File: src/usart_pkg.sv
// Package of constants, field layouts and carriers for the serial core.
package usart_pkg;
    // Register byte offsets.
    localparam logic [7:0] CTRL_OFF = 8'h00;
    localparam logic [7:0] MODE_OFF = 8'h04;
    localparam logic [7:0] STAT_OFF = 8'h14;
    localparam logic [7:0] RHR_OFF = 8'h18;
    localparam logic [7:0] THR_OFF = 8'h1c;
    localparam logic [7:0] BRG_OFF = 8'h20;
    localparam logic [7:0] TTG_OFF = 8'h28;
    // Control command bit positions.
    localparam int RX_SOFT_RESET_CMD_B = 2;
    localparam int TX_SOFT_RESET_CMD_B = 3;
    localparam int RX_ENABLE_CMD_B = 4;
    localparam int RX_DISABLE_CMD_B = 5;
    localparam int TX_ENABLE_CMD_B = 6;
    localparam int TX_DISABLE_CMD_B = 7;
    localparam int CLRST_B = 8;
    localparam int SEND_ADDRESS_CMD_B = 12;
    // Status bit positions.
    localparam int ST_RX_READY_FLAG_B = 0;
    localparam int ST_TX_READY_FLAG_B = 1;
    localparam int ST_OVR_B = 5;
    localparam int ST_PAR_B = 7;
    localparam int ST_TX_EMPTY_FLAG_B = 9;
    // Parity codes of the parity type field, then stop count codes.
    localparam logic [2:0] PAR_EVEN = 3'h0;
    localparam logic [2:0] PAR_ODD = 3'h1;
    localparam logic [2:0] PAR_SPACE = 3'h2;
    localparam logic [2:0] PAR_MARK = 3'h3;
    localparam logic [1:0] STOP_ONE = 2'h0;
    localparam logic [1:0] STOP_ONEHALF = 2'h1;
    localparam logic [1:0] STOP_TWO = 2'h2;
    // Oversampling ratios.
    localparam logic [4:0] OVS_16 = 5'h10;
    localparam logic [4:0] OVS_8 = 5'h08;
    // Reset values.
    localparam logic [31:0] MODE_RST = 32'h0000_00c0;
    localparam logic [15:0] DIV_RST = 16'h0000;
    localparam logic [7:0] GUARD_RST = 8'h00;

    // Mode register fields in packed form.
    typedef struct packed {
        logic [11:0] rsv_hi;
        logic msb_first_sel;
        logic rsv_b18;
        logic nine_bit_sel;
        logic rsv_b16;
        logic over_sel;
        logic rsv_b14;
        logic [1:0] stop_count_field;
        logic [2:0] parity_type_field;
        logic sync_sel;
        logic [1:0] char_length_field;
        logic [5:0] rsv_lo;
    } mode_t;

    // Status flags carried as one group.
    typedef struct packed {
        logic rx_ready_flag;
        logic tx_ready_flag;
        logic overrun_flag;
        logic parity_error_flag;
        logic tx_empty_flag;
    } stat_t;
endpackage : usart_pkg

File: src/usart_char_tx_rx_core.sv
// Character transmit and receive core with an AXI4-Lite register slave.
`timescale 1ns/1ps
module usart_char_tx_rx_core (
    // Clock and reset.
    input wire logic aclk,
    input wire logic aresetn,
    // AXI4-Lite write channels.
    input wire logic [7:0] s_axi_awaddr,
    input wire logic s_axi_awvalid,
    output logic s_axi_awready,
    input wire logic [31:0] s_axi_wdata,
    input wire logic [3:0] s_axi_wstrb,
    input wire logic s_axi_wvalid,
    output logic s_axi_wready,
    output logic [1:0] s_axi_bresp,
    output logic s_axi_bvalid,
    input wire logic s_axi_bready,
    // AXI4-Lite read channels.
    input wire logic [7:0] s_axi_araddr,
    input wire logic s_axi_arvalid,
    output logic s_axi_arready,
    output logic [31:0] s_axi_rdata,
    output logic [1:0] s_axi_rresp,
    output logic s_axi_rvalid,
    input wire logic s_axi_rready,
    // Serial lines.
    input wire logic rxd,
    output logic txd
);
    import usart_pkg::*;

    typedef enum {TX_IDLE, TX_START, TX_DATA, TX_PAR, TX_STOP,
        TX_GUARD} tx_st_t;
    typedef enum {RX_IDLE, RX_START, RX_DATA, RX_PAR, RX_STOP} rx_st_t;
    // Receiver state, declared early since the enable logic reads it.
    rx_st_t rx_st_ff;

    mode_t mode_ff;
    logic [15:0] div_ff;
    logic [7:0] guard_ff;
    stat_t stat;
    logic aw_ff, w_ff, bvalid_ff, rvalid_ff;
    logic [7:0] awaddr_ff;
    logic [31:0] wdata_ff, rdata_ff;
    logic [1:0] rresp_ff, bresp_ff;
    logic wr_go, rd_go;
    logic [31:0] cmd;
    logic rx_en_ff, tx_en_ff, rx_stop_req_ff, tx_stop_req_ff;
    logic [8:0] thr_ff, rhr_ff;
    logic thr_full_ff, thr_addr_ff, send_address_cmd_ff;
    logic rx_rdy_ff, ovr_ff, parity_error_flag_ff;
    logic [2:0] rxd_sync_ff;
    logic rx_lvl_ff;
    logic [15:0] div_cnt_ff;
    logic tick;
    logic [4:0] ovs, tx_ph_ff, rx_ph_ff;
    logic [3:0] nbits;
    logic par_on, mdrop;

    // AXI4-Lite handshake and write decode.
    assign s_axi_awready = !aw_ff && !bvalid_ff;
    assign s_axi_wready = !w_ff && !bvalid_ff;
    assign s_axi_bvalid = bvalid_ff;
    assign s_axi_bresp = bresp_ff;
    assign s_axi_arready = !rvalid_ff;
    assign s_axi_rvalid = rvalid_ff;
    assign s_axi_rdata = rdata_ff;
    assign s_axi_rresp = rresp_ff;
    assign wr_go = aw_ff && w_ff && !bvalid_ff;
    assign rd_go = s_axi_arvalid && !rvalid_ff;
    assign cmd = (wr_go && awaddr_ff == CTRL_OFF) ? wdata_ff : 32'h0;

    // Write address and data capture in either order, then response.
    always_ff @(posedge aclk) begin
        if (!aresetn) begin
            aw_ff <= 1'b0;
            w_ff <= 1'b0;
            bvalid_ff <= 1'b0;
            bresp_ff <= 2'h0;
            awaddr_ff <= 8'h00;
            wdata_ff <= 32'h0;
        end else begin
            if (s_axi_awvalid && s_axi_awready) begin
                aw_ff <= 1'b1;
                awaddr_ff <= s_axi_awaddr;
            end
            if (s_axi_wvalid && s_axi_wready) begin
                w_ff <= 1'b1;
                wdata_ff <= s_axi_wdata;
            end
            if (wr_go) begin
                aw_ff <= 1'b0;
                w_ff <= 1'b0;
                bvalid_ff <= 1'b1;
                case (awaddr_ff)
                    CTRL_OFF, MODE_OFF, THR_OFF, BRG_OFF, TTG_OFF:
                        bresp_ff <= 2'h0;
                    default: bresp_ff <= 2'h2;
                endcase
            end else if (bvalid_ff && s_axi_bready) begin
                bvalid_ff <= 1'b0;
            end
        end
    end

    // Configuration registers accept writes whether or not enabled.
    always_ff @(posedge aclk) begin
        if (!aresetn) begin
            mode_ff <= MODE_RST;
            div_ff <= DIV_RST;
            guard_ff <= GUARD_RST;
        end else if (wr_go) begin
            if (awaddr_ff == MODE_OFF) begin
                mode_ff <= wdata_ff;
                if (wdata_ff[13:12] == STOP_ONEHALF && wdata_ff[8]) begin
                    mode_ff.stop_count_field <= STOP_ONE;
                end
            end
            if (awaddr_ff == BRG_OFF) begin
                div_ff <= wdata_ff[15:0];
            end
            if (awaddr_ff == TTG_OFF) begin
                guard_ff <= wdata_ff[7:0];
            end
        end
    end

    assign stat.rx_ready_flag = rx_rdy_ff;
    assign stat.tx_ready_flag = tx_en_ff && !thr_full_ff;
    assign stat.overrun_flag = ovr_ff;
    assign stat.parity_error_flag = parity_error_flag_ff;

    // Read path; reading the receive holding register clears ready.
    always_ff @(posedge aclk) begin
        if (!aresetn) begin
            rvalid_ff <= 1'b0;
            rdata_ff <= 32'h0;
            rresp_ff <= 2'h0;
        end else if (rd_go) begin
            rvalid_ff <= 1'b1;
            rresp_ff <= 2'h0;
            case (s_axi_araddr)
                MODE_OFF: rdata_ff <= mode_ff;
                BRG_OFF: rdata_ff <= {16'h0, div_ff};
                TTG_OFF: rdata_ff <= {24'h0, guard_ff};
                RHR_OFF: rdata_ff <= {23'h0, rhr_ff};
                STAT_OFF: begin
                    rdata_ff <= 32'h0;
                    rdata_ff[ST_RX_READY_FLAG_B] <= stat.rx_ready_flag;
                    rdata_ff[ST_TX_READY_FLAG_B] <= stat.tx_ready_flag;
                    rdata_ff[ST_OVR_B] <= stat.overrun_flag;
                    rdata_ff[ST_PAR_B] <= stat.parity_error_flag;
                    rdata_ff[ST_TX_EMPTY_FLAG_B] <= stat.tx_empty_flag;
                end
                CTRL_OFF, THR_OFF: rdata_ff <= 32'h0;
                default: begin
                    rdata_ff <= 32'h0;
                    rresp_ff <= 2'h2;
                end
            endcase
        end else if (rvalid_ff && s_axi_rready) begin
            rvalid_ff <= 1'b0;
        end
    end

    // Frame shape shared by both directions.
    assign ovs = mode_ff.over_sel ? OVS_8 : OVS_16;
    assign nbits = mode_ff.nine_bit_sel ? 4'h9 :
        4'h5 + {2'b00, mode_ff.char_length_field};
    assign mdrop = mode_ff.parity_type_field[2:1] == 2'b11;
    assign par_on = mode_ff.parity_type_field <= PAR_MARK || mdrop;

    // Sample tick: system clock divided by the divisor field.
    always_ff @(posedge aclk) begin
        if (!aresetn || div_cnt_ff + 16'h1 >= div_ff) begin
            div_cnt_ff <= 16'h0;
        end else begin
            div_cnt_ff <= div_cnt_ff + 16'h1;
        end
    end
    assign tick = div_ff != 16'h0 && div_cnt_ff + 16'h1 >= div_ff;

    // Parity of a character under the current mode.
    function automatic logic par_calc(input logic [8:0] d, input logic adr);
        logic x;
        x = ^(d & ((9'h1 << nbits) - 9'h1));
        case (mode_ff.parity_type_field)
            PAR_EVEN: par_calc = x;
            PAR_ODD: par_calc = ~x;
            PAR_SPACE: par_calc = 1'b0;
            PAR_MARK: par_calc = 1'b1;
            default: par_calc = adr;
        endcase
    endfunction : par_calc

    // Transmitter.
    tx_st_t tx_st_ff;
    logic [8:0] tsh_ff;
    logic tsh_par_ff;
    logic [3:0] tx_bit_ff;
    logic [7:0] tx_gcnt_ff;
    logic tx_bit_end, tx_load;
    assign tx_bit_end = tick && (tx_ph_ff == ovs - 5'h1 ||
        (mode_ff.sync_sel && 1'b1));
    assign tx_load = thr_full_ff && (tx_st_ff == TX_IDLE ||
        (tx_bit_end && ((tx_st_ff == TX_STOP && tx_bit_ff == 4'h0 &&
        guard_ff == 8'h0) || (tx_st_ff == TX_GUARD && tx_gcnt_ff == 8'h1))));
    assign stat.tx_empty_flag = tx_en_ff && !thr_full_ff &&
        tx_st_ff == TX_IDLE;

    // Enables, disables and soft resets of both directions.
    always_ff @(posedge aclk) begin
        if (!aresetn || cmd[RX_SOFT_RESET_CMD_B]) begin
            rx_en_ff <= 1'b0;
            rx_stop_req_ff <= 1'b0;
        end else if (cmd[RX_DISABLE_CMD_B]) begin
            rx_stop_req_ff <= 1'b1;
        end else if (cmd[RX_ENABLE_CMD_B]) begin
            rx_en_ff <= 1'b1;
            rx_stop_req_ff <= 1'b0;
        end else if (rx_stop_req_ff && rx_st_ff == RX_IDLE) begin
            rx_en_ff <= 1'b0;
            rx_stop_req_ff <= 1'b0;
        end
    end
    always_ff @(posedge aclk) begin
        if (!aresetn || cmd[TX_SOFT_RESET_CMD_B]) begin
            tx_en_ff <= 1'b0;
            tx_stop_req_ff <= 1'b0;
        end else if (cmd[TX_DISABLE_CMD_B]) begin
            tx_stop_req_ff <= 1'b1;
        end else if (cmd[TX_ENABLE_CMD_B]) begin
            tx_en_ff <= 1'b1;
            tx_stop_req_ff <= 1'b0;
        end else if (tx_stop_req_ff && !thr_full_ff &&
            tx_st_ff == TX_IDLE) begin
            tx_en_ff <= 1'b0;
            tx_stop_req_ff <= 1'b0;
        end
    end

    // Holding register and send-address marker.
    always_ff @(posedge aclk) begin
        if (!aresetn || cmd[TX_SOFT_RESET_CMD_B]) begin
            thr_full_ff <= 1'b0;
            thr_ff <= 9'h0;
            thr_addr_ff <= 1'b0;
            send_address_cmd_ff <= 1'b0;
        end else begin
            if (cmd[SEND_ADDRESS_CMD_B]) begin
                send_address_cmd_ff <= 1'b1;
            end
            if (tx_load && tx_en_ff) begin
                thr_full_ff <= 1'b0;
            end else if (wr_go && awaddr_ff == THR_OFF && tx_en_ff &&
                !tx_stop_req_ff && !thr_full_ff) begin
                thr_ff <= wdata_ff[8:0];
                thr_full_ff <= 1'b1;
                thr_addr_ff <= send_address_cmd_ff;
                send_address_cmd_ff <= cmd[SEND_ADDRESS_CMD_B];
            end
        end
    end

    // Transmit sequencer; line falls at load, then changes at bit boundaries of the tick.
    always_ff @(posedge aclk) begin
        if (!aresetn || cmd[TX_SOFT_RESET_CMD_B]) begin
            tx_st_ff <= TX_IDLE;
            txd <= 1'b1;
            tx_ph_ff <= 5'h0;
            tx_bit_ff <= 4'h0;
            tx_gcnt_ff <= 8'h0;
            tsh_ff <= 9'h0;
            tsh_par_ff <= 1'b0;
        end else if (tx_load && tx_en_ff) begin
            tx_st_ff <= TX_START;
            txd <= 1'b0;
            tx_ph_ff <= 5'h0;
            tsh_ff <= mode_ff.msb_first_sel ?
                9'(thr_ff << (4'h9 - nbits)) : thr_ff;
            tsh_par_ff <= par_calc(thr_ff, thr_addr_ff);
        end else if (tick) begin
            tx_ph_ff <= tx_bit_end ? 5'h0 : tx_ph_ff + 5'h1;
            if (tx_bit_end) begin
                case (tx_st_ff)
                    TX_START, TX_DATA: begin
                        if (tx_st_ff == TX_START) begin
                            tx_bit_ff <= nbits - 4'h1;
                        end else begin
                            tx_bit_ff <= tx_bit_ff - 4'h1;
                        end
                        if (tx_st_ff == TX_DATA && tx_bit_ff == 4'h0) begin
                            tx_st_ff <= par_on ? TX_PAR : TX_STOP;
                            txd <= par_on ? tsh_par_ff : 1'b1;
                            tx_bit_ff <= mode_ff.stop_count_field == STOP_TWO ?
                                4'h1 : 4'h0;
                        end else begin
                            tx_st_ff <= TX_DATA;
                            txd <= mode_ff.msb_first_sel ? tsh_ff[8] :
                                tsh_ff[0];
                            tsh_ff <= mode_ff.msb_first_sel ?
                                {tsh_ff[7:0], 1'b0} : {1'b0, tsh_ff[8:1]};
                        end
                    end
                    TX_PAR: begin
                        tx_st_ff <= TX_STOP;
                        txd <= 1'b1;
                    end
                    TX_STOP: begin
                        if (tx_bit_ff != 4'h0) begin
                            tx_bit_ff <= tx_bit_ff - 4'h1;
                        end else if (guard_ff != 8'h0) begin
                            tx_st_ff <= TX_GUARD;
                            tx_gcnt_ff <= guard_ff;
                        end else begin
                            tx_st_ff <= TX_IDLE;
                        end
                    end
                    TX_GUARD: begin
                        if (tx_gcnt_ff == 8'h1) begin
                            tx_st_ff <= TX_IDLE;
                        end
                        tx_gcnt_ff <= tx_gcnt_ff - 8'h1;
                    end
                    default: tx_st_ff <= TX_IDLE;
                endcase
            end
        end
    end

    // Receive line synchroniser; the first stage feeds only the second.
    always_ff @(posedge aclk) begin
        if (!aresetn) begin
            rxd_sync_ff <= 3'b111;
            rx_lvl_ff <= 1'b1;
        end else begin
            rxd_sync_ff <= {rxd_sync_ff[1:0], rxd};
            if (rxd_sync_ff[1] == rxd_sync_ff[2]) begin
                rx_lvl_ff <= rxd_sync_ff[2];
            end
        end
    end

    // Receiver sequencer.
    logic [8:0] rsh_ff;
    logic [3:0] rx_bit_ff;
    logic rx_samp;
    logic [8:0] rx_char;
    assign rx_samp = tick && (mode_ff.sync_sel || rx_ph_ff == ovs - 5'h1);
    assign rx_char = mode_ff.msb_first_sel ? rsh_ff :
        9'(rsh_ff >> (4'h9 - nbits));
    always_ff @(posedge aclk) begin
        if (!aresetn || cmd[RX_SOFT_RESET_CMD_B]) begin
            rx_st_ff <= RX_IDLE;
            rx_ph_ff <= 5'h0;
            rx_bit_ff <= 4'h0;
            rsh_ff <= 9'h0;
            rhr_ff <= 9'h0;
            rx_rdy_ff <= 1'b0;
            ovr_ff <= 1'b0;
            parity_error_flag_ff <= 1'b0;
        end else begin
            if (cmd[CLRST_B]) begin
                ovr_ff <= 1'b0;
                parity_error_flag_ff <= 1'b0;
            end
            if (rd_go && s_axi_araddr == RHR_OFF) begin
                rx_rdy_ff <= 1'b0;
            end
            if (tick) begin
                rx_ph_ff <= rx_samp ? 5'h0 : rx_ph_ff + 5'h1;
                case (rx_st_ff)
                    RX_IDLE: begin
                        rx_ph_ff <= 5'h0;
                        if (rx_en_ff && !rx_stop_req_ff && !rx_lvl_ff) begin
                            // Synchronous mode has no half-bit start hunt.
                            rx_st_ff <= mode_ff.sync_sel ? RX_DATA :
                                RX_START;
                            rx_bit_ff <= nbits - 4'h1;
                            rx_ph_ff <= 5'h1;
                        end
                    end
                    RX_START: begin
                        if (rx_lvl_ff) begin
                            rx_st_ff <= RX_IDLE;
                        end else if (rx_ph_ff == (ovs >> 1) - 5'h1) begin
                            rx_st_ff <= RX_DATA;
                            rx_ph_ff <= 5'h0;
                        end
                    end
                    RX_DATA: if (rx_samp) begin
                        rsh_ff <= mode_ff.msb_first_sel ?
                            {rsh_ff[7:0], rx_lvl_ff} :
                            {rx_lvl_ff, rsh_ff[8:1]};
                        rx_bit_ff <= rx_bit_ff - 4'h1;
                        if (rx_bit_ff == 4'h0) begin
                            rx_st_ff <= par_on ? RX_PAR : RX_STOP;
                        end
                    end
                    RX_PAR: if (rx_samp) begin
                        rx_st_ff <= RX_STOP;
                        if (rx_lvl_ff != par_calc(rx_char, 1'b0)) begin
                            parity_error_flag_ff <= 1'b1;
                        end
                    end
                    RX_STOP: if (rx_samp) begin
                        rx_st_ff <= RX_IDLE;
                        rhr_ff <= rx_char;
                        rx_rdy_ff <= 1'b1;
                        if (rx_rdy_ff &&
                            !(rd_go && s_axi_araddr == RHR_OFF)) begin
                            ovr_ff <= 1'b1;
                        end
                    end
                    default: rx_st_ff <= RX_IDLE;
                endcase
            end
        end
    end

    // Checks on the observable behaviour.
    AST_TX_FLAGS_OFF: assert property (@(posedge aclk) disable iff (!aresetn)
        !tx_en_ff |-> !stat.tx_ready_flag && !stat.tx_empty_flag)
        else $error("tx flags high while disabled");
    AST_TX_IDLE_HIGH: assert property (@(posedge aclk) disable iff (!aresetn)
        tx_st_ff == TX_IDLE |-> txd)
        else $error("tx line low while idle");
    AST_SOFT_RST_TX: assert property (@(posedge aclk) disable iff (!aresetn)
        cmd[TX_SOFT_RESET_CMD_B] |=> tx_st_ff == TX_IDLE && !tx_en_ff && txd)
        else $error("tx soft reset did not abort");
    AST_SOFT_RST_RX: assert property (@(posedge aclk) disable iff (!aresetn)
        cmd[RX_SOFT_RESET_CMD_B] |=> rx_st_ff == RX_IDLE && !rx_en_ff)
        else $error("rx soft reset did not abort");
    AST_OVR_STICKY: assert property (@(posedge aclk) disable iff (!aresetn)
        ovr_ff && !cmd[CLRST_B] && !cmd[RX_SOFT_RESET_CMD_B] |=> ovr_ff)
        else $error("overrun cleared without command");
    AST_PARITY_ERROR_FLAG_STICKY: assert property (@(posedge aclk) disable iff (!aresetn)
        parity_error_flag_ff && !cmd[CLRST_B] && !cmd[RX_SOFT_RESET_CMD_B] |=> parity_error_flag_ff)
        else $error("parity error cleared without command");
    AST_START_LOW: assert property (@(posedge aclk) disable iff (!aresetn)
        tx_st_ff == TX_START |-> !txd)
        else $error("start bit not low");
    AST_GUARD_HIGH: assert property (@(posedge aclk) disable iff (!aresetn)
        tx_st_ff == TX_GUARD |-> txd && !stat.tx_empty_flag)
        else $error("guard period not idle high");
    AST_RX_DIS_FINISH: assert property (@(posedge aclk) disable iff (!aresetn)
        rx_en_ff && !cmd[RX_SOFT_RESET_CMD_B] && rx_st_ff != RX_IDLE |=> rx_en_ff)
        else $error("receiver stopped mid character");
    AST_THR_DROP: assert property (@(posedge aclk) disable iff (!aresetn)
        thr_full_ff && !tx_load && !cmd[TX_SOFT_RESET_CMD_B] |=> $stable(thr_ff))
        else $error("occupied holding register overwritten");
    COV_TX_GUARD: cover property (@(posedge aclk) tx_st_ff == TX_GUARD);
    COV_RX_DONE: cover property (@(posedge aclk) $rose(rx_rdy_ff));
    COV_OVR: cover property (@(posedge aclk) $rose(ovr_ff));
    COV_PARITY_ERROR_FLAG: cover property (@(posedge aclk) $rose(parity_error_flag_ff));
endmodule : usart_char_tx_rx_core

File: config.mk
export PLATFORM = sky130hd
export DESIGN_NAME = usart_char_tx_rx_core
export DESIGN_NICKNAME = d
export VERILOG_FILES = /design/src/usart_pkg.sv /design/src/usart_char_tx_rx_core.sv
export SDC_FILE = /design/constraint.sdc
export NUM_CORES = 1
export LEC_CHECK = 0
export BUFFER_PORTS_ARGS = -buffer_cell sky130_fd_sc_hd__buf_2
export CORE_MARGIN = 5
export CORE_UTILIZATION = 48
export DETAILED_ROUTE_END_ITERATION = 10
export GPL_ROUTABILITY_DRIVEN = 0
export PLACE_DENSITY = 0.71
export SETUP_SLACK_MARGIN = 0.4
export SYNTH_ARGS = -nofsm -noshare
export SYNTH_HDL_FRONTEND = slang
export SYNTH_SLANG_ARGS = --single-unit
File: constraint.sdc
create_clock -name aclk -period 3.6 [get_ports aclk]
set_clock_uncertainty 0.15 [all_clocks]
set_input_delay 0.72 -clock aclk [delete_from_list [all_inputs] [get_ports aclk]]
set_output_delay 0.72 -clock aclk [all_outputs]
set_load 0.02 [all_outputs]
* Yosys cells after proc, flatten, opt, wreduce, memory -nomap -nowiden
Cells that the tools add are included.
Storage, ports and cells: word-level logic and storage cells 316, bits in registers 294, output and inout port bits 42, bits of input ports 60
Operators by class: multiplexer cells 93, bitwise gates (word level) 8, magnitude comparators 2, shift operators 3, add/subtract/negate cells 12, equality and inequality tests 48, reduce and logical (&&, ||, !) cells 100
Operators by type and width (number):
- one-hot mux 32 bit (5 select lines) | 2
- two-way mux 32 bit | 9
- equality test 32 x 2 -> 1 bit (second input constant) | 5
- equality test 32 x 3 -> 1 bit (second input constant) | 4
- one-hot mux 32 bit (4 select lines) | 1
- zero test 32 bit | 3
- two-way mux 9 bit | 9
- equality test 32 x 1 -> 1 bit (second input constant) | 2
- equality test 32 x 4 -> 1 bit (second input constant) | 2
- two-way mux 1 bit | 44
- logical AND 1 bit | 34
- equality test 8 x 5 -> 1 bit (second input constant) | 4
- equality test 8 x 6 -> 1 bit (second input constant) | 4
- two-way mux 5 bit | 5
- zero test 8 bit | 3
- two-way mux 4 bit | 6
- != test 2 bit (second input constant) | 10
- nonzero test 2 bit | 10
- bitwise AND 9 bit | 2
- parity 9 bit | 2
- adder 16 x 1 -> 16 bit (second input constant) | 1
- equality test 8 x 3 -> 1 bit (second input constant) | 2
- greater-or-equal comparator 16 bit | 1
- two-way mux 8 bit | 2
- other kinds (48) | 99

* Longest topological paths before layout
Gate-level depths: netlist of the first run.
depth in word-level cells 18, depth in mapped cells 17

* Worst setup path before layout of the first run
OpenSTA, ideal clock, no wires.
path type register to register, start point register mode_ff[6] in the netlist's numbering, end point register parity_error_flag_ff, cell stages (with the launch flop) 17, setup slack -0.251 ns, arrival time 3.570 ns, buffers on the path 3, cells stage by stage dfxtp_1 -> ha_1 -> nand2b_1 -> buf_2 -> buf_1 -> ha_1 -> clkbuf_1 -> nor3_1 -> nand3_1 -> a32oi_1 -> a41oi_1 -> or3_1 -> and3_1 -> o311a_1 -> mux2i_1 -> xor2_1 -> o22ai_1
Between the ends: longest elaborated chain between the ends 18
Ends and longest elaborated chain:
- start: declaration | line usart_char_tx_rx_core.sv:38 | mode_t mode_ff;
- start signal: assignment | line usart_char_tx_rx_core.sv:114 | mode_ff <= wdata_ff;
- adder 3 x 2 -> 4 bit * | line usart_char_tx_rx_core.sv:169 | 4'h5 + {2'b00, mode_ff.char_length_field};
- two-way mux 4 bit * | line usart_char_tx_rx_core.sv:168 | assign nbits = mode_ff.nine_bit_sel ? 4'h9 :
- subtractor 4 bit | line usart_char_tx_rx_core.sv:351 | 9'(rsh_ff >> (4'h9 - nbits));
- right shift 9 x 4 -> 9 bit | line usart_char_tx_rx_core.sv:351
- two-way mux 9 bit | line usart_char_tx_rx_core.sv:350 | assign rx_char = mode_ff.msb_first_sel ? rsh_ff :
- bitwise AND 9 bit * | line usart_char_tx_rx_core.sv:186 | x = ^(d & ((9'h1 << nbits) - 9'h1));
- parity 9 bit * | line usart_char_tx_rx_core.sv:186
- NOT 1 bit | line usart_char_tx_rx_core.sv:189 | PAR_ODD: par_calc = ~x;
- [... 2 more ...]
- two-way mux 1 bit * | line usart_char_tx_rx_core.sv:372 | case (rx_st_ff)
- two-way mux 1 bit * | line usart_char_tx_rx_core.sv:370 | if (tick) begin
- two-way mux 1 bit * | line usart_char_tx_rx_core.sv:353 | if (!aresetn || cmd[RX_SOFT_RESET_CMD_B]) begin
- != test 1 bit * | line usart_char_tx_rx_core.sv:402 | if (rx_lvl_ff != par_calc(rx_char, 1'b0)) begin
- two-way mux 1 bit * | line usart_char_tx_rx_core.sv:402
- two-way mux 1 bit * | line usart_char_tx_rx_core.sv:400 | RX_PAR: if (rx_samp) begin
- two-way mux 1 bit * | line usart_char_tx_rx_core.sv:372
- two-way mux 1 bit * | line usart_char_tx_rx_core.sv:370
- end signal: assignment | line usart_char_tx_rx_core.sv:361 | parity_error_flag_ff <= 1'b0;
- end signal: assignment | line usart_char_tx_rx_core.sv:365 | parity_error_flag_ff <= 1'b0;
- end signal: assignment | line usart_char_tx_rx_core.sv:403 | parity_error_flag_ff <= 1'b1;
- end: declaration | line usart_char_tx_rx_core.sv:51 | logic rx_rdy_ff, ovr_ff, parity_error_flag_ff;
Mark *: on every way between the ends. The rest lies on a longest branch, timed or not. The select of a mux whose other input is x is not followed. A chain may end at the register's enable or synchronous reset.

* Worst setup path after layout of the first run
Ends and elaborated chain as after synthesis.

==> results.md, run 1 <==
* Outcome: finished clean
* Pin count of the biggest net entering global routing at 130
* Clock sink total at 234
* FF/Latch Area at 4691 sq um
* Synth top area cells: dfxtp_1 39%, nand2_1 8.3%, a21boi_0 5.6%
* Fin Hold WS at 0.2153 ns
* Chip height at 168.2 um
* Max VDD drop at 0.4244 mV
* Worst slew pin tran at 1.042 ns
* Final setup fails at 0
* # nets final at 1726
* Antenna violations before repair at 0
* Post-cts hold buffer count at 0
* Avg WL per Cell at 18.01 um
* Pwr dens at 387.1 nW/um^2
* Vias in the first global route at 10727
* Maximum buffer depth of the clock tree at 3
* Crit path capture type: flip-flop
* R2R depth at 13
* Vias at 11451
* Setup TNS at 0 ns
* Die area at 28300 sq um
* Fmax achieved at 0.2856 GHz
* Drt pass-1 iters at 6
* Maximum fanout along the worst path at 4
* Leakage power of the design at 6.037 nW
* Req. time, crit path at 3.87 ns
* Worst setup margin at 0.09908 ns
* Top_reg_cell synth: dfxtp_1
* Footprint of the multi-input gates at 7513 sq um
* GR Overflow Total at 0
* Skew-Pair Late Insertion Delay at 0.55 ns
* Fillers at 2104
* Worst Path Arrival at 3.77 ns
* Post-synth EDFFs at 0
* Hold_sp: rxd
* Sequential-to-total area share from yosys stat at 0.3898
* ANT nets after route at 0
* H-tree levels at 1
* Library cells used by synthesis at 76
* Vias/cell at 5.757
* Final std cells w/o fill at 1989
* Post-synth top area share at 0.3898
* Top post-synthesis cells by count: 266 x nand2_1, 234 x dfxtp_1, 116 x nor2_1
* Placed cell count at 1905
* Total Routing Usage GR at 0.2362
* Area of the core at 24890 sq um
* Global-route wire length before repair at 55940 um
* Hold path depth at 2
* Total number of yosys warnings at 0
* Tcrit/Tclk final at 0.9725
* Max-Cap Viols at 0
* Layout cells sized above 1 at 0.2363
* Slew Limit Fails at 0
* Register bit total from synthesis at 234
* Crit path kind: flip-flop to flip-flop
* Reg2reg setup slack at 0.1 ns
* Cell with the most instances after synthesis: nand2_1
* Tmin final at 3.501 ns
* HPWL Detailed at 23950 um
* Synth Cell Area at 12020 sq um
* Die Width at 168.2 um
* R2r startpoint: mode_ff[6]$_SDFFE_PN1P_
* WL final at 35820 um
* Pre-CTS setup slack at -0.07948 ns
* DRC at 0
* Initial drt markers at 832
* Initial Util at 0.4828
* Type of origin of the critical path: flip-flop
* Cell accounting for the most synthesized area: dfxtp_1
* Normalized max-slew margin at 0.3041
* Clock-pin slew on the worst setup and hold paths at 0.06 ns
* Area Growth Syn to Fin at 26.47%
* Syn_area_per_cell at 8.032 sq um
* Io pins at 102
* Hold endpoint: rxd_sync_ff[0]$_SDFF_PN1_
* Final hold violations at 0
* Mapped Cells at 1496
* R2R Path End: parity_error_flag_ff$_SDFF_PP0_
* Port Buffer Count at 95
* CTS tree: yes
* Fin util at 0.6105
* CTS Buf Count at 27
* Ant. Diodes at 0
* Row count at 58
* Hold WC Path Type: primary input to flip-flop
* FFs w/ async S/R, synth at 0
* Clk root buf: clkbuf_16
* Unrepaired setup endpoints after global routing: yes
## sequential cells by signal, indices dropped and copies added (netlist names), 9 cells and up
signal       flops
div_ff          16
wdata_ff        32
rsh_ff           9
rhr_ff           9
div_cnt_ff      16
tsh_ff           9
mode_ff         32
thr_ff           9
s_axi_rdata     32
## layout make-up
type / instances / area share
multi-input combinational: 1123 / 0.4944
sequential: 234 / 0.3087
timing repair buffer: 204 / 0.09542
clock buffer: 35 / 0.04973
tap: 330 / 0.02717
inverter: 49 / 0.01243
clock inverter: 14 / 0.01219
## metrics by stage
stage	instance area [sq um]	total power, mW
4_1_cts	14620	5.914
5_1_grt	15200	6.064
6_report	15200	5.883
3_3_place_gp	13260	3.022
3_5_place_dp	13260	3.027
2_1_floorplan	12210	2.900
## critical path, stage by stage (launching register included)
cell	delay [ns]
dfxtp_2	0.34
ha_4	0.28
nand2b_4	0.09
ha_4	0.27
or3_4	0.42
a2111oi_4	0.22
a211oi_2	0.10
xnor2_1	0.16
xnor3_1	0.43
buf_4	0.15
o311a_1	0.34
mux2i_1	0.18
xor2_1	0.16
o22ai_1	0.09
## power breakdown
| part | switching (mW) | internal (mW) |
|---|---|---|
| Sequential | 0.0464 | 2.63 |
| Clock | 1.13 | 1.76 |
| Combinational | 0.192 | 0.122 |
## layout by cell type (no fill, tap or decap), types with 22 or more instances in the layout
cell type / instances
o21ai_0: 40
buf_6: 25
dfxtp_1: 229
a21oi_1: 58
nor2b_1: 49
nand2_1: 258
inv_1: 46
clkbuf_16: 27
buf_2: 94
ha_1: 22
nor2_1: 105
mux2i_1: 59
buf_4: 80
nand3_1: 40
a21boi_0: 90
## timing repair
action / 4_1_cts / 5_1_grt
setup endpoints to repair: 81 / 81
buffers inserted: 17 / 15
pin swaps: 45 / 62
gates resized for setup: 73 / 106
gates cloned: 2 / 1
## worst max-delay path by stage
stage	from	endpoint	slack [ns]	cells past startpoint
after global placement	mode_ff[7]$_SDFFE_PN1P_	parity_error_flag_ff$_SDFF_PP0_	-0.03	13
after global routing	mode_ff[6]$_SDFFE_PN1P_	parity_error_flag_ff$_SDFF_PP0_	-0.02	14
after detailed placement	mode_ff[7]$_SDFFE_PN1P_	parity_error_flag_ff$_SDFF_PP0_	-0.08	13
after CTS	mode_ff[7]$_SDFFE_PN1P_	parity_error_flag_ff$_SDFF_PP0_	0.10	15
after floorplan	mode_ff[6]$_SDFFE_PN1P_	parity_error_flag_ff$_SDFF_PP0_	0.04	16
final	mode_ff[6]$_SDFFE_PN1P_	parity_error_flag_ff$_SDFF_PP0_	0.1	13
## layer usage
layer | track usage | part of all wire | up-vias
met5 | 0 | 0 | -
met3 | 0.04602 | 0.076 | 85
met1 | 0.3184 | 0.43 | 5434
li1 | - | - | 5527
met2 | 0.3812 | 0.46 | 405
met4 | 0.07904 | 0.033 | 0
## cell families (layout without fill, tap and decap cells)
| kind of cell | after synthesis | in the layout | share of synthesized area |
|---|---|---|---|
| and+or+nand+nor | 626 | 626 | 0.2455 |
| AOI/OAI and AO/OA | 358 | 358 | 0.2013 |
| DFF | 234 | 234 | 0.3898 |
| buffers and inverters | 141 | 302 | 0.04654 |
| muxes | 70 | 70 | 0.05925 |
| xor gates and xnor gates | 38 | 38 | 0.02884 |
| adders and majority gates | 27 | 27 | 0.02811 |
| other | 2 | 4 | 0.0006250 |
(Power assumes the default switching activity.)
==> run 2: changes to the inputs <==
Settings changed: GPL_TIMING_DRIVEN set to 0.
==> run 2 against run 1 <==
Setup slack got worse by 0.22 ns. Global-route usage increased by 2.6 points. The run now ends with setup timing left. Clock power decreased by 2%. Register-to-register slack got worse by 0.22 ns. First-iteration DRC count decreased by 4.9%. Critical path depth increased by 3. Cell count increased by 2.8%. Worst hold slack got worse by 0.00098 ns. Via count increased by 3.9%. Power decreased by 0.60%. Highest routed layer is now met5. Sequential cell count unchanged.
==> results.md, run 2 (synthesis gave the netlist of run 1 again) <==
* Die area at 28300 sq um
* Clock-pin slew on the worst setup and hold paths at 0.06 ns
* Fin Hold WS at 0.2143 ns
* Pwr dens at 373.4 nW/um^2
* H-tree levels at 1
* ANT nets after route at 0
* Sw frac at 0.2366
* Avg WL per Cell at 19.30 um
* Commonest non-fill, non-tap cells in the layout: 254 x nand2_1, 226 x dfxtp_1, 98 x nor2_1, 95 x buf_2, 90 x a21boi_0
* Worst slew pin tran at 1.256 ns
* Layout cells sized above 1 at 0.2398
* R2R depth at 16
* CTS Buf Count at 26
* Unrepaired setup endpoints after global routing: yes
* # nets final at 1781
* Most common cell after layout, fill and taps aside: nand2_1
* Max VDD drop at 0.4649 mV
* DRC at 0
* GR Overflow Total at 0
* Area Growth Syn to Fin at 30.34%
* Port Buffer Count at 94
* Final setup fails at 1
* Placed cell count at 1923
* Vias in the first global route at 11478
* Fmax achieved at 0.2686 GHz
* Worst Path Arrival at 3.99 ns
* WL final at 39450 um
* Row count at 58
* Worst setup margin at -0.1233 ns
* Leakage power of the design at 6.107 nW
* CTS tree: yes
* Total Routing Usage GR at 0.2624
* Drt pass-1 iters at 5
* Global-route wire length before repair at 60780 um
* Maximum buffer depth of the clock tree at 3
* Setup TNS at -0.1233 ns
* Crit path capture type: flip-flop
* Max-Cap Viols at 0
* Antenna violations before repair at 2
* Final std cells w/o fill at 2044
* Die Width at 168.2 um
* Failing checks: setup timing
* Tmin final at 3.723 ns
* Part of the power in registers at 0.458
* Clk pwr share at 0.484
* Area of the core at 24890 sq um
* Outcome: complete, but fails checks
* Clk root buf: clkbuf_16
* Maximum fanout along the worst path at 7
* Skew-Pair Late Insertion Delay at 0.53 ns
* Req. time, crit path at 3.86 ns
* Pin count of the biggest net entering global routing at 15
* Ant. Diodes at 0
* Vias at 11900
* Vias/cell at 5.822
* P_int at 4.464 mW
* Switching pwr at 1.383 mW
* Initial Util at 0.4828
* Hold WC Path Type: primary input to flip-flop
* Hold path depth at 2
* Combinational power share at 0.058
* Chip height at 168.2 um
* Slew Limit Fails at 0
* HPWL Detailed at 27190 um
* Crit path kind: flip-flop to flip-flop
* Normalized max-slew margin at 0.1611
* Final hold violations at 0
* Tcrit/Tclk final at 1.034
* Initial drt markers at 791
* Io pins at 102
* Type of origin of the critical path: flip-flop
* Clock sink total at 234
-- run 2: path summary, 6_finish.rpt --
kind	start	slack (ns)	end
worst max-delay path	mode_ff[7]$_SDFFE_PN1P_	-0.12	parity_error_flag_ff$_SDFF_PP0_
worst min-delay path	rxd	0.21	rxd_sync_ff[0]$_SDFF_PN1_
worst max register to register	mode_ff[7]$_SDFFE_PN1P_	-0.12	parity_error_flag_ff$_SDFF_PP0_
worst min register to register	rxd_sync_ff[0]$_SDFF_PN1_	0.26	rxd_sync_ff[1]$_SDFF_PN1_
-- run 2: stage by stage --
stage	area, sq um	utilization	power (mW)	worst slack (ns)
after floorplan	12210	-	2.900	0.03728
after CTS	15120	0.6074	5.855	-0.1441
after detailed placement	13110	0.5265	3.036	-0.5731
final	15660	0.6292	5.848	-0.1233
after global routing	15660	0.6292	6.025	-0.2827
after global placement	13090	0.5260	3.030	-0.4312
-- run 2: cell type report --
cell class	instances	area [sq um]
Buffer	92	545.5
Clock buffer	32	714.4
Clock inverter	16	200.2
Fill cell	2035	9229
Inverter	49	191.4
Multi-Input combinational cell	1124	7694
Sequential cell	234	4702
Tap cell	330	412.9
Timing Repair Buffer	167	1202
-- run 2: power groups by stage --
| stage | sequential [mW] | clock, mW | combinational [mW] |
|---|---|---|---|
| floorplan | 2.72 | 0 | 0.183 |
| global placement | 2.73 | 0 | 0.296 |
| detailed placement | 2.74 | 0 | 0.300 |
| CTS | 2.68 | 2.85 | 0.325 |
| global route | 2.68 | 2.97 | 0.370 |
| finish | 2.68 | 2.83 | 0.340 |
-- run 2: critical path: stages, from the launching register on --
cell and delay [ns]:
dfxtp_4 0.35, ha_4 0.27, nand2b_1 0.06, buf_6 0.14
buf_8 0.12, ha_4 0.30, inv_6 0.03, or3_4 0.39
a211oi_2 0.19, nor3_2 0.10, nor2_1 0.12, xnor3_1 0.43
or3_1 0.38, o311a_1 0.14, mux2i_1 0.18, xor2_1 0.16
o22ai_1 0.08
-- run 2: what timing repair did --
item                                   in CTS  in global routing
setup endpoints to repair                 106                105
endpoints found under the hold margin       0                  0
hold buffers                                0                  0
buffers inserted                           43                 24
pin swaps                                  81                 60
gates cloned                                6                  0
resized for setup                         178                 91
-- run 2: metal layers --
layer	GRT usage	wire length [um]	vias up
li1	-	-	5635
met4	0.1002	1424	4
met2	0.4455	18820	521
met1	0.3333	16100	5639
met3	0.04602	3077	101
met5	0	27	-
